--- src/design/iow_pkg.sv ---
package iow_pkg;
	// ==========================================
	// Register map
	localparam logic [7:0] CFG_ADDR = 8'hc8;
	localparam logic [7:0] CFG_RESET = 8'h00;
	localparam int LEVEL_BIT = 6;
	localparam int POL_BIT = 5;
	localparam int GLOBAL_EN_BIT = 4;
	localparam logic [7:0] CFG_USED_MASK = 8'h70;
	// ==========================================
	// Timing
	localparam int CLOCK_HZ = 20000000;
	localparam int STAB_CYCLES = 16;
	// ==========================================
	// Vector codes offered to the core
	localparam logic [2:0] VEC_NONE = 3'h7;
	localparam logic [2:0] VEC_NMI = 3'h0;
	localparam logic [2:0] VEC_1 = 3'h1;
	localparam logic [2:0] VEC_2 = 3'h2;
	localparam logic [2:0] VEC_3 = 3'h3;
	localparam logic [2:0] VEC_4 = 3'h4;
	// ==========================================
	// Core context and power states
	typedef enum logic [1:0] {CTX_NORMAL, CTX_IRQ, CTX_NMI} iow_ctx_t;
	typedef enum logic [1:0] {PWR_RUN, PWR_WAIT, PWR_STOP, PWR_STAB} iow_pwr_t;
endpackage

--- src/design/iow_ctrl.sv ---
// The implementer's own choice: the plain strobed port.
`timescale 1ns/100ps
// Contract
// - Config register write-only at C8h, reset 00h, whole-byte writes only.
// - Bit 6 set makes source 1 level sensitive, clear edge sensitive.
// - Bit 5 selects the edge polarity of source 2.
// - Bit 4 global enable; clear disables all sources except non-maskable.
// - With enable low, non-maskable is serviced but does not wake.
// - Timer overflow and converter end-of-conversion, each gated, go to vector 4.
// - Reload timer overflow, compare, input edge, each gated, go to vector 3.
// - Port A/B interrupt pins raise vector 1, port C pins vector 2.
// - WAIT stops fetch, oscillator and peripherals keep running.
// - Interrupt ending WAIT resumes with no stabilisation delay.
// - STOP only with watchdog off; oscillator halts until external irq or reset.
// - Interrupt ending STOP waits a stabilisation delay before first instruction.
// - Reset during WAIT or STOP gives the normal reset procedure.
// - Wake-up leaves the oscillator source selection unchanged.
// - From main program, any interrupt wakes, services, then continues.
// - From non-maskable routine, wake continues in non-maskable mode, nothing taken.
// - From maskable routine, maskable wake continues routine; pending served later.
// - From maskable routine, non-maskable wake runs first, then routine resumes.
// - With watchdog active, STOP executes as WAIT.
// - WAIT and STOP are skipped when an enabled request is pending.
// - With global enable cleared, WAIT or STOP is left only by reset.
// - Source 2 triggers on rising edge when polarity set, falling when clear.
// - Edge latch sets on edge, clears at service start, keeps only one.
// - Sources 3 and 4 level sensitive, no storage, sampled per instruction.
// - Non-maskable request latched, cleared when its routine begins.
module iow_ctrl #(
	parameter int STAB_CYCLES = iow_pkg::STAB_CYCLES,
	parameter int PA_W = 8,
	parameter int PB_W = 8,
	parameter int PC_W = 8
) (
	// Clock and reset
	input wire logic clock,
	input wire logic reset_n,
	// Register port
	input wire logic [7:0] reg_addr,
	input wire logic [7:0] reg_wdata,
	input wire logic reg_write,
	input wire logic reg_read,
	output logic [7:0] reg_rdata,
	// External pins, asynchronous
	input wire logic nmi_pin_n,
	input wire logic [PA_W-1:0] port_a_pin,
	input wire logic [PB_W-1:0] port_b_pin,
	input wire logic [PC_W-1:0] port_c_pin,
	// Port interrupt selection, from port option and data registers
	input wire logic [PA_W-1:0] port_a_irq_sel,
	input wire logic [PB_W-1:0] port_b_irq_sel,
	input wire logic [PC_W-1:0] port_c_irq_sel,
	// Peripheral events and enables
	input wire logic timer_overflow_flag,
	input wire logic timer_irq_enable,
	input wire logic converter_eoc_flag,
	input wire logic converter_irq_enable,
	input wire logic reload_overflow_flag,
	input wire logic reload_overflow_irq_enable,
	input wire logic compare_match_flag,
	input wire logic compare_irq_enable,
	input wire logic input_edge_flag,
	input wire logic input_edge_irq_enable,
	// Core interface
	input wire logic instr_end,
	input wire logic wait_exec,
	input wire logic stop_exec,
	input wire logic irq_ack,
	input wire logic reti,
	input wire logic watchdog_active,
	input wire logic [1:0] osc_select_in,
	output logic [2:0] irq_vector,
	output logic irq_take,
	output logic core_run,
	output logic osc_enable,
	output logic periph_clk_enable,
	output logic [1:0] osc_select,
	output logic [1:0] core_ctx,
	output logic [1:0] power_state
);
	// ==========================================
	// State
	typedef struct packed {
		logic [7:0] cfg;
		logic src1_prev;
		logic src2_prev;
		logic src1_latch;
		logic src2_latch;
		logic nmi_prev;
		logic nmi_latch;
		logic [3:0] level_samp;
		iow_pkg::iow_ctx_t ctx;
		iow_pkg::iow_ctx_t ctx_saved;
		iow_pkg::iow_pwr_t pwr;
		logic [15:0] stab_cnt;
		logic [2:0] vec;
		logic take;
		logic [7:0] rdata;
	} iow_st_t;
	iow_st_t st_q, st_d;

	localparam int NPIN = PA_W + PB_W + PC_W + 1;
	logic [NPIN-1:0] pins_s;
	logic nmi_n_s;
	logic [PA_W-1:0] pa_s;
	logic [PB_W-1:0] pb_s;
	logic [PC_W-1:0] pc_s;

	iow_sync #(.W(NPIN)) u_sync (
		.clock(clock),
		.reset_n(reset_n),
		.async_in({nmi_pin_n, port_a_pin, port_b_pin, port_c_pin}),
		.sync_out(pins_s)
	);
	assign {nmi_n_s, pa_s, pb_s, pc_s} = pins_s;

	// Active-low pin request: a selected pin is asserting when low.
	function automatic logic any_low(input logic [31:0] pins, input logic [31:0] sel);
		any_low = |(~pins & sel);
	endfunction

	// ==========================================
	// Request decode
	logic global_irq_enable, lvl1, pol2;
	logic src1_line, src2_line, src3_lvl, src4_lvl;
	logic src1_req, src2_req, any_mask_req, nmi_req, ext_req;
	logic rise2, fall2, edge1, edge2;

	always_comb begin
		global_irq_enable = st_q.cfg[iow_pkg::GLOBAL_EN_BIT];
		lvl1 = st_q.cfg[iow_pkg::LEVEL_BIT];
		pol2 = st_q.cfg[iow_pkg::POL_BIT];
		// Line is high while a request is asserted.
		src1_line = any_low(32'(pa_s), 32'(port_a_irq_sel))
			| any_low(32'(pb_s), 32'(port_b_irq_sel));
		src2_line = any_low(32'(pc_s), 32'(port_c_irq_sel));
		src3_lvl = (reload_overflow_flag & reload_overflow_irq_enable)
			| (compare_match_flag & compare_irq_enable)
			| (input_edge_flag & input_edge_irq_enable);
		src4_lvl = (timer_overflow_flag & timer_irq_enable)
			| (converter_eoc_flag & converter_irq_enable);
		edge1 = src1_line & ~st_q.src1_prev;
		rise2 = ~src2_line & st_q.src2_prev;
		fall2 = src2_line & ~st_q.src2_prev;
		edge2 = pol2 ? rise2 : fall2;
		src1_req = lvl1 ? src1_line : st_q.src1_latch;
		src2_req = st_q.src2_latch;
		any_mask_req = global_irq_enable & (src1_req | src2_req | st_q.level_samp[2]
			| st_q.level_samp[3]);
		nmi_req = st_q.nmi_latch;
		// Wake uses the live peripheral levels, since no instruction ends while the core sleeps.
		ext_req = global_irq_enable & (src1_req | src2_req | src3_lvl | src4_lvl
			| nmi_req);
	end

	// ==========================================
	// Next state
	always_comb begin
		st_d = st_q;
		st_d.take = 1'b0;
		st_d.rdata = 8'h00;
		st_d.src1_prev = src1_line;
		st_d.src2_prev = src2_line;
		st_d.nmi_prev = ~nmi_n_s;
		// Whole-byte write only; reads return nothing since the register is write-only.
		if (reg_write && reg_addr == iow_pkg::CFG_ADDR) begin
			st_d.cfg = reg_wdata & iow_pkg::CFG_USED_MASK;
		end
		// Edge latches: set wins over clear, a second edge is absorbed.
		if (irq_ack && st_q.vec == iow_pkg::VEC_1) begin
			st_d.src1_latch = 1'b0;
		end
		if (irq_ack && st_q.vec == iow_pkg::VEC_2) begin
			st_d.src2_latch = 1'b0;
		end
		if (irq_ack && st_q.vec == iow_pkg::VEC_NMI) begin
			st_d.nmi_latch = 1'b0;
		end
		if (edge1 && !lvl1) begin
			st_d.src1_latch = 1'b1;
		end
		if (edge2) begin
			st_d.src2_latch = 1'b1;
		end
		if (~nmi_n_s && !st_q.nmi_prev) begin
			st_d.nmi_latch = 1'b1;
		end
		if (instr_end) begin
			st_d.level_samp = {src4_lvl, src3_lvl, 2'b00};
		end
		// Vector offer: NMI except inside its own routine, maskable only outside any routine.
		st_d.vec = iow_pkg::VEC_NONE;
		if (nmi_req && st_q.ctx != iow_pkg::CTX_NMI) begin
			st_d.vec = iow_pkg::VEC_NMI;
		end else if (global_irq_enable && st_q.ctx == iow_pkg::CTX_NORMAL) begin
			if (src1_req) st_d.vec = iow_pkg::VEC_1;
			else if (src2_req) st_d.vec = iow_pkg::VEC_2;
			else if (st_q.level_samp[2]) st_d.vec = iow_pkg::VEC_3;
			else if (st_q.level_samp[3]) st_d.vec = iow_pkg::VEC_4;
		end
		// Context tracking across service entry and return.
		if (irq_ack && st_q.vec == iow_pkg::VEC_NMI) begin
			st_d.ctx_saved = st_q.ctx;
			st_d.ctx = iow_pkg::CTX_NMI;
		end else if (irq_ack && st_q.vec != iow_pkg::VEC_NONE) begin
			st_d.ctx = iow_pkg::CTX_IRQ;
		end else if (reti) begin
			st_d.ctx = (st_q.ctx == iow_pkg::CTX_NMI) ? st_q.ctx_saved
				: iow_pkg::CTX_NORMAL;
		end
		// Power sequencing.
		case (st_q.pwr)
			iow_pkg::PWR_RUN: begin
				if ((wait_exec || stop_exec) && st_q.vec == iow_pkg::VEC_NONE
					&& !any_mask_req) begin
					if (stop_exec && !watchdog_active) begin
						st_d.pwr = iow_pkg::PWR_STOP;
					end else begin
						st_d.pwr = iow_pkg::PWR_WAIT;
					end
				end
			end
			iow_pkg::PWR_WAIT: begin
				if (ext_req) begin
					st_d.pwr = iow_pkg::PWR_RUN;
					st_d.take = (st_q.ctx != iow_pkg::CTX_NMI);
				end
			end
			iow_pkg::PWR_STOP: begin
				if (ext_req) begin
					st_d.pwr = iow_pkg::PWR_STAB;
					st_d.stab_cnt = 16'(STAB_CYCLES - 1);
				end
			end
			iow_pkg::PWR_STAB: begin
				if (st_q.stab_cnt == 16'h0000) begin
					st_d.pwr = iow_pkg::PWR_RUN;
					st_d.take = (st_q.ctx != iow_pkg::CTX_NMI);
				end else begin
					st_d.stab_cnt = st_q.stab_cnt - 16'h0001;
				end
			end
			default: begin
				st_d.pwr = iow_pkg::PWR_RUN;
			end
		endcase
	end

	always_ff @(posedge clock) begin
		if (!reset_n) begin
			st_q.cfg <= iow_pkg::CFG_RESET;
			st_q.src1_prev <= 1'b0;
			st_q.src2_prev <= 1'b0;
			st_q.src1_latch <= 1'b0;
			st_q.src2_latch <= 1'b0;
			st_q.nmi_prev <= 1'b0;
			st_q.nmi_latch <= 1'b0;
			st_q.level_samp <= 4'h0;
			st_q.ctx <= iow_pkg::CTX_NORMAL;
			st_q.ctx_saved <= iow_pkg::CTX_NORMAL;
			st_q.pwr <= iow_pkg::PWR_RUN;
			st_q.stab_cnt <= 16'h0000;
			st_q.vec <= iow_pkg::VEC_NONE;
			st_q.take <= 1'b0;
			st_q.rdata <= 8'h00;
		end else begin
			st_q <= st_d;
		end
	end

	// ==========================================
	// Outputs
	assign reg_rdata = st_q.rdata;
	assign irq_vector = st_q.vec;
	assign irq_take = st_q.take;
	assign core_run = (st_q.pwr == iow_pkg::PWR_RUN);
	assign osc_enable = (st_q.pwr != iow_pkg::PWR_STOP);
	assign periph_clk_enable = (st_q.pwr == iow_pkg::PWR_RUN)
		|| (st_q.pwr == iow_pkg::PWR_WAIT);
	assign osc_select = osc_select_in;
	assign core_ctx = st_q.ctx;
	assign power_state = st_q.pwr;

	// ==========================================
	// Checks
	property p_stop_wait_len;
		@(posedge clock) disable iff (!reset_n)
		(st_q.pwr == iow_pkg::PWR_STOP && ext_req)
			|=> (st_q.pwr == iow_pkg::PWR_STAB && st_q.stab_cnt == 16'(STAB_CYCLES - 1));
	endproperty
	a_stop_wait_len: assert property (p_stop_wait_len) else $error("stop woke early");

	property p_stab_hold;
		@(posedge clock) disable iff (!reset_n)
		(st_q.pwr == iow_pkg::PWR_STAB && st_q.stab_cnt != 16'h0000)
			|=> (st_q.pwr == iow_pkg::PWR_STAB && !core_run);
	endproperty
	a_stab_hold: assert property (p_stab_hold) else $error("stabilisation cut short");

	property p_rdata_zero;
		@(posedge clock) disable iff (!reset_n)
		$past(reg_read) |-> reg_rdata == 8'h00;
	endproperty
	a_rdata_zero: assert property (p_rdata_zero) else $error("config read back");

	property p_wait_fast;
		@(posedge clock) disable iff (!reset_n)
		(st_q.pwr == iow_pkg::PWR_WAIT && ext_req) |=> core_run;
	endproperty
	a_wait_fast: assert property (p_wait_fast) else $error("wait wake delayed");

	property p_no_wake_disabled;
		@(posedge clock) disable iff (!reset_n)
		(st_q.pwr == iow_pkg::PWR_WAIT && !global_irq_enable) |=> !core_run;
	endproperty
	a_no_wake_disabled: assert property (p_no_wake_disabled) else $error("woke with enable low");

	property p_stop_wdg;
		@(posedge clock) disable iff (!reset_n)
		(core_run && stop_exec && watchdog_active) |=> st_q.pwr != iow_pkg::PWR_STOP;
	endproperty
	a_stop_wdg: assert property (p_stop_wdg) else $error("stop with watchdog");

	property p_skip_pending;
		@(posedge clock) disable iff (!reset_n)
		(core_run && wait_exec && any_mask_req) |=> core_run;
	endproperty
	a_skip_pending: assert property (p_skip_pending) else $error("wait with pending");

	property p_osc_stop;
		@(posedge clock) disable iff (!reset_n)
		(st_q.pwr == iow_pkg::PWR_STOP) |-> !osc_enable && !periph_clk_enable;
	endproperty
	a_osc_stop: assert property (p_osc_stop) else $error("oscillator on in stop");

	property p_mask_disabled;
		@(posedge clock) disable iff (!reset_n)
		!$past(global_irq_enable)
			|-> (irq_vector == iow_pkg::VEC_NONE || irq_vector == iow_pkg::VEC_NMI);
	endproperty
	a_mask_disabled: assert property (p_mask_disabled) else $error("maskable while disabled");

	property p_nmi_latch;
		@(posedge clock) disable iff (!reset_n)
		($fell(nmi_n_s) && !(irq_ack && st_q.vec == iow_pkg::VEC_NMI)) |=> st_q.nmi_latch;
	endproperty
	a_nmi_latch: assert property (p_nmi_latch) else $error("nmi not latched");

	property p_nmi_ctx_stay;
		@(posedge clock) disable iff (!reset_n)
		(st_q.ctx == iow_pkg::CTX_NMI && !reti) |=> st_q.ctx == iow_pkg::CTX_NMI;
	endproperty
	a_nmi_ctx_stay: assert property (p_nmi_ctx_stay) else $error("left nmi mode");
endmodule

--- src/design/iow_sync.sv ---
`timescale 1ns/100ps
// Two-flop synchroniser for a bus of pin levels.
module iow_sync #(
	parameter int W = 1
) (
	// Clock and reset
	input wire logic clock,
	input wire logic reset_n,
	// Levels
	input wire logic [W-1:0] async_in,
	output logic [W-1:0] sync_out
);
	typedef struct packed {
		logic [W-1:0] s1;
		logic [W-1:0] s2;
	} iow_sync_st_t;
	iow_sync_st_t st_q, st_d;

	always_comb begin
		st_d.s1 = async_in;
		st_d.s2 = st_q.s1;
	end

	always_ff @(posedge clock) begin
		if (!reset_n) begin
			// Reset to the idle high level of the active-low pins, so no false edge follows.
			st_q <= '1;
		end else begin
			st_q <= st_d;
		end
	end

	assign sync_out = st_q.s2;
endmodule

--- config.mk ---
export PLATFORM = sky130hd
export DESIGN_NAME = iow_ctrl
export DESIGN_NICKNAME = d
export VERILOG_FILES = /design/src/design/iow_pkg.sv /design/src/design/iow_ctrl.sv /design/src/design/iow_sync.sv
export SDC_FILE = /design/constraint.sdc
export NUM_CORES = 1
export LEC_CHECK = 0
export BUFFER_PORTS_ARGS = -buffer_cell sky130_fd_sc_hd__buf_2
export CELL_PAD_IN_SITES_DETAIL_PLACEMENT = 0
export CELL_PAD_IN_SITES_GLOBAL_PLACEMENT = 1
export CORE_MARGIN = 2
export CORE_UTILIZATION = 34
export DETAILED_ROUTE_END_ITERATION = 6
export HOLD_SLACK_MARGIN = 0.1
export PLACE_DENSITY_LB_ADDON = 0.3
export RECOVER_POWER = 25
export SETUP_SLACK_MARGIN = 0.1
export SLEW_MARGIN = 15
export SYNTH_ARGS = -nofsm -noshare
export SYNTH_HDL_FRONTEND = slang
export SYNTH_SLANG_ARGS = --single-unit
--- constraint.sdc ---
create_clock -name clock -period 1.5 [get_ports clock]
set_input_delay 0.3 -clock clock [delete_from_list [all_inputs] [get_ports clock]]
set_output_delay 0.3 -clock clock [all_outputs]
set_load 0.005 [all_outputs]
==> metrics.md, run 1 <==
| Metric | Value |
|---|---|
| Distinct cells, synth | 46 |
| RSZ-0062 raised after global routing | yes |
| Post-DP HPWL | 5.25 mm |
| Die area | 0.0111 mm^2 |
| WL met2 | 3.62 mm |
| Mux cell area share after synthesis | 1.73% |
| Synthesized cell area | 0.00348 mm^2 |
| Count leader, synth | dfxtp_1 |
| Logic pwr share | 13.8% |
| Fin util | 50.5% |
| Final setup viols | 21 |
| TritonCTS Sinks | 87 |
| Clk_skew | 0.00894 ns |
| Kind of critical path | flip-flop to flip-flop |
| GRT Residual Overflow | 0 |
| Min-delay worst type | input port to flip-flop |
| Fraction of layout cells with a size suffix above 1 | 45.6% |
| Leakage power | 2.23 nW |
| Maximum vdd drop | 0.000607 V |
| Status | finished with violations |
| Slew Limit Fails | 0 |
| P&R area growth vs syn | 43.3% |
| Global-route wire length before repair | 12.6 mm |
| Fin area | 0.00498 mm^2 |
| Root Driver | clkbuf_8 |
| Post-Synth Adder-Cell Area | 0.360% |
| Worst Hold Depth | 2 |
| Main combinational cell family by area after synthesis | simple AND/OR/NAND/NOR gates |
| Placement row count | 36 |
| Peak Freq | 0.590 GHz |
| P_sw | 1.23 mW |
| CTS H-tree lvls | 3 |
| Initial antenna violation count | 0 |
| Antenna diodes | 0 |
| Post-Synth XOR/XNOR Area | 3.53% |
| Boundary Pins | 108 |
| Worst slew pin tran | 0.974 ns |
| Gr usage total | 14.1% |
| Largest net degree at the start of global routing | 48 |
| Placer Congestion | 0.762 |
| Worst-path clk slew | 0.09 ns |
| Routed wire per std cell | 12.1 um |
| Async set-reset flop share out of synthesis | 0% |
| Synth Register Bits | 87 |
| Initial Util | 35.2% |
| Required @ worst endpoint | 1.79 ns |
| Vert. Die Dim | 105 um |
| Synth top area share | 50.1% |
| Reg2reg end | power_state[0] |
| Post-synth EDFFs | 0 |
| Min-Delay Endpoint | u_sync.st_d[19] |
| CTS Buf Count | 9 |
| Min-delay src | port_a_pin[3] |
| Worst reg2reg path depth | 7 |
| Final nets | 594 |
| Reg-to-reg startpoint | u_sync.sync_out[19] |
| R2R Setup Slk | -0.20 ns |
| Placed Area | 0.00433 mm^2 |
| Syn Area/Cell | 9.45 um^2 |
| Flop pwr share | 49.0% |
| Crit path DAT | 1.98 ns |
| Iteration-0 DRC Markers | 80 |
| Fin crit period | 1.70 ns |
| Cell Pwr Density | 1000 mW/mm^2 |
| Max-cap violations | 0 |
| Area of the multi-input gates | 0.00185 mm^2 |
| Via count | 2862 |
| Top post-synthesis cells by count | dfxtp_1, nand2b_1, nor2_1 |
| Post-Route M1 WL | 3.52 mm |
| Startpoint types | flip-flop |
| Die width | 105 um |
| Worst setup path startpoint | u_sync.sync_out[19] |
| # port buffers | 89 |
| Fillers | 907 |
| Post-route ant nets | 0 |
| Min setup slack post-route | -0.196 ns |
| Clk Latency, worst-skew pair | 0.35 ns |
| Final Cycle Share | 113% |
| Compound-Gate Fraction of Synth Area | 8.67% |
| DRT Wirelength | 7.79 mm |
| Sequential area share after synthesis | 50.1% |
| Switching share of power | 24.6% |
| Area of the core | 0.00986 mm^2 |
| DRT Pass-1 Iters | 5 |
| Worst setup EP type | flip-flop |
| Synth Instances | 368 |
| Dpl ws | -0.358 ns |
| DRC Markers | 0 |
| Area contributors post-synth | dfxtp_1, nand2b_1, buf_4, nor2_1, inv_1 |
| Max-slew headroom | 35.0% |
| Clock power frac | 37.2% |
| Main synth FF type | dfxtp_1 |
| Library cell with the largest summed area after synthesis | dfxtp_1 |
| Total power | 5.01 mW |
| Yosys warnings | 0 |
| Vias in the first global route | 2743 |
| Final hold violations | 0 |
| Vias per cell | 4.44 |
| Dpl cells | 610 |
| CTS tree | yes |
| Highest routed layer | met4 |
| Crit Path Max Fanout | 6 |
| Reg area | 0.00176 mm^2 |
| Failing checks | setup timing |
| Pint | 3.77 mW |
| Synth Area in Simple Gates | 28.1% |
| Hold Buf Count CTS | 0 |
| Met3 wire length | 495 um |
| Final instance count without filler cells | 644 |
| Deepest clock path buffer count | 2 |
==> how the worst max path moves through the flow <==
stage,to,slack (ns),cells after the start
after floorplan,power_state[0],-0.08,6
after global placement,power_state[0],-0.32,9
after detailed placement,power_state[0],-0.36,9
after CTS,power_state[0],-0.20,7
after global routing,power_state[0],-0.27,7
final,power_state[0],-0.20,7
==> power by group through the flow <==
stage | clock network, mW | registers, mW | logic [mW]
final | 1.86 | 2.45 | 0.691
after global routing | 2.01 | 2.46 | 0.765
after CTS | 1.92 | 2.45 | 0.660
after detailed placement | 0 | 2.50 | 0.603
after global placement | 0 | 2.50 | 0.596
after floorplan | 0 | 2.50 | 0.368
==> worst max-delay path: stages, from the launching register on <==
cell       delay, ns
dfxtp_2         0.32
nand2b_4        0.12
o2111ai_4       0.15
nor4_4          0.31
buf_6           0.17
a41oi_2         0.11
a311o_1         0.34
mux2i_1         0.11
==> routing by layer <==
metal  up-vias  global-route usage, %
li1       1480                      -
met5         -                      0
met4         0                   5.71
met3        13                   3.93
met2        82                   22.9
met1      1287                   17.6
==> through the flow <==
step / hold slack [ns] / TNS, ns
after floorplan: 0.386 / -0.600
after global placement: 0.389 / -5.06
after detailed placement: 0.392 / -5.21
after CTS: 0.104 / -2.05
after global routing: 0.115 / -3.87
final: 0.123 / -2.28
==> sequential cells by signal, indices dropped and copies added (netlist names) <==
register / count
st_q: 24
global_irq_enable: 1
nmi_req: 1
u_sync.st_d: 25
lvl1: 1
pol2: 1
src2_req: 1
power_state: 2
u_sync.sync_out: 25
irq_vector: 3
irq_take: 1
core_ctx: 2
==> layout by cell type, fill, tap and decap left out, types with 6 or more instances in the layout <==
cell / n
nand2_1: 14
dfxtp_1: 71
dfxtp_2: 15
buf_4: 48
nor2b_1: 12
nand2b_4: 12
buf_6: 7
nor2_1: 22
xor2_1: 6
conb_1: 8
mux2i_1: 6
clkbuf_8: 10
nand2b_1: 57
xnor2_1: 7
inv_1: 19
nor3_1: 7
a21oi_1: 8
buf_2: 90
nor2_2: 6
nor3_2: 6
==> final cells by class <==
cell class	instances	area share, %
clock buffers	10	2.76
clock inverters	6	1.83
inverters	21	1.58
multi-input cells	240	37.0
flip-flops and latches	87	35.4
well taps	133	3.34
repair buffers	147	18.0
==> what timing repair did <==
action / CTS / global route
setup endpoints to repair: 23 / 26
buffers inserted: 10 / 8
cloned: 1 / 0
gates resized for setup: 30 / 37
pin swaps: 27 / 22
==> cell families after synthesis <==
kind of cell	after synthesis
simple gates	166
flops	87
buf+inv	49
compound gates	44
xor+xnor	14
mux	6
fa+ha+maj	1
other cells	1
Note: power is estimated with default switching activity, not from simulation.
==> run 2, diff against run 1 <==
CAP_MARGIN = 15   (was unset)
SKIP_LAST_GASP = 1   (was unset)
==> metrics.md, run 2 (synthesis results as in run 1) <==
| Metric | Value |
|---|---|
| Vert. Die Dim | 105 um |
| Max-slew headroom | 34.6% |
| Cell Pwr Density | 1010 mW/mm^2 |
| CP max stage delay | 0.34 ns |
| Met3 wire length | 497 um |
| Post-Route M1 WL | 3.47 mm |
| P&R area growth vs syn | 42.5% |
| DRC Markers | 0 |
| Post-route ant nets | 0 |
| GRT Residual Overflow | 0 |
| TritonCTS Sinks | 87 |
| Clk Latency, worst-skew pair | 0.35 ns |
| P_sw | 1.22 mW |
| Iteration-0 DRC Markers | 72 |
| Via count | 2838 |
| Worst slew pin tran | 0.980 ns |
| Boundary Pins | 108 |
| Max-cap violations | 0 |
| Status | finished with violations |
| # port buffers | 89 |
| Flop pwr share | 49.1% |
| Slew Limit Fails | 0 |
| WL met2 | 3.58 mm |
| DRT Wirelength | 7.68 mm |
| Final nets | 594 |
| Peak Freq | 0.587 GHz |
| Required @ worst endpoint | 1.78 ns |
| Kind of critical path | flip-flop to flip-flop |
| Switching share of power | 24.4% |
| Area of the core | 0.00986 mm^2 |
| Clk_skew | 0.00896 ns |
| Clock power frac | 37.2% |
| Post-DP HPWL | 5.25 mm |
| Most frequent cells in the layout | buf_2, dfxtp_1, nand2b_1 |
| CTS tree | yes |
| Leakage power | 2.22 nW |
| Pint | 3.77 mW |
| Startpoint types | flip-flop |
| Dpl ws | -0.358 ns |
| RSZ-0062 raised after global routing | yes |
| Maximum vdd drop | 0.000607 V |
| Fin area | 0.00496 mm^2 |
| Crit-path slowest cell | a311o_1 |
| Deepest clock path buffer count | 2 |
| Fin util | 50.2% |
| Min setup slack post-route | -0.204 ns |
| CTS H-tree lvls | 3 |
| Global-route wire length before repair | 12.6 mm |
| Die area | 0.0111 mm^2 |
| Failing checks | setup timing |
| Crit path DAT | 1.99 ns |
| Worst-path clk slew | 0.09 ns |
| Placed Area | 0.00433 mm^2 |
| Root Driver | clkbuf_8 |
| Largest net degree at the start of global routing | 48 |
| Initial Util | 35.2% |
| Vias in the first global route | 2743 |
| Initial antenna violation count | 0 |
| Critical path buffers and inverters | 1 |
| Commonest non-fill, non-tap cell in the layout | buf_2 |
| Placer Congestion | 0.762 |
| Final setup viols | 20 |
| Highest routed layer | met4 |
| Final Cycle Share | 114% |
| Min-delay worst type | input port to flip-flop |
| Final hold violations | 0 |
| DRT Pass-1 Iters | 4 |
| Fraction of layout cells with a size suffix above 1 | 44.6% |
| Crit-path cells | nand2b_4, o2111ai_4, nor4_4, buf_6, a41oi_2, a311o_1, mux2i_1 |
| Fin crit period | 1.70 ns |
| Die width | 105 um |
| Worst setup EP type | flip-flop |
| Vias per cell | 4.41 |
| Routed wire per std cell | 11.9 um |
| Logic pwr share | 13.7% |
| CTS Buf Count | 9 |
| Antenna diodes | 0 |
| Gr usage total | 14.1% |
| Crit Path Max Fanout | 6 |
| Placement row count | 36 |
| Worst path top cell family by delay | compound AO/OA/AOI/OAI gates |
==> run 2: cell count changes in the layout (fill, tap and decap cells not counted) <==
cell     delta
nor3_1      +2
nor3_2      -2
a21oi_1     +1
a21oi_2     -1
buf_4       +1
buf_6       -1
nand2_1     +1
nand2_2     -1
nor4_1      +1
nor4_2      -1
o21ai_0     +1
o21ai_1     -1
==> run 2: area by class of cell <==
class / instances / area (um^2)
clock buffers: 10 / 138
clock inverters: 6 / 91.3
fillers: 911 / 4910
inverters: 21 / 78.8
multi-input cells: 240 / 1820
flip-flops and latches: 87 / 1760
well taps: 133 / 166
repair buffers: 147 / 895
==> run 2: per-layer routing <==
layer / global-route usage (%) / up-vias
li1: - / 1481
met1: 17.6 / 1268
met2: 22.9 / 78
met3: 3.93 / 11
met4: 5.71 / 0
met5: 0 / -
==> run 2: power groups by stage <==
stage | clock [mW] | combinational, mW | sequential [mW]
CTS | 1.92 | 0.660 | 2.45
finish | 1.86 | 0.684 | 2.45
detailed placement | 0 | 0.603 | 2.50
floorplan | 0 | 0.368 | 2.50
global placement | 0 | 0.596 | 2.50
global route | 2.01 | 0.759 | 2.46
==> run 2: timing repair <==
item | CTS | global route
resized for setup | 30 | 30
cloned | 1 | 0
hold buffers | 0 | 0
pin swaps | 27 | 20
buffers inserted | 10 | 8
setup endpoints to repair | 23 | 26
==> run 2: worst paths after layout <==
path	start	to	slack, ns	cells after the start
max	u_sync.sync_out[19]	power_state[0]	-0.20	7
min	port_a_pin[3]	u_sync.st_d[19]	0.12	2
max reg2reg	u_sync.sync_out[19]	power_state[0]	-0.20	7
min reg2reg	u_sync.st_d[24]	u_sync.sync_out[24]	0.41	1
==> run 2: per-stage QoR <==
step | setup TNS (ns) | cells | power [mW] | hold slack (ns)
finish | -2.40 | 644 | 4.99 | 0.124
global route | -3.91 | 644 | 5.23 | 0.115
CTS | -2.05 | 637 | 5.03 | 0.104
detailed placement | -5.21 | 610 | 3.11 | 0.392
global placement | -5.06 | 610 | 3.10 | 0.389
floorplan | -0.600 | 375 | 2.87 | 0.386
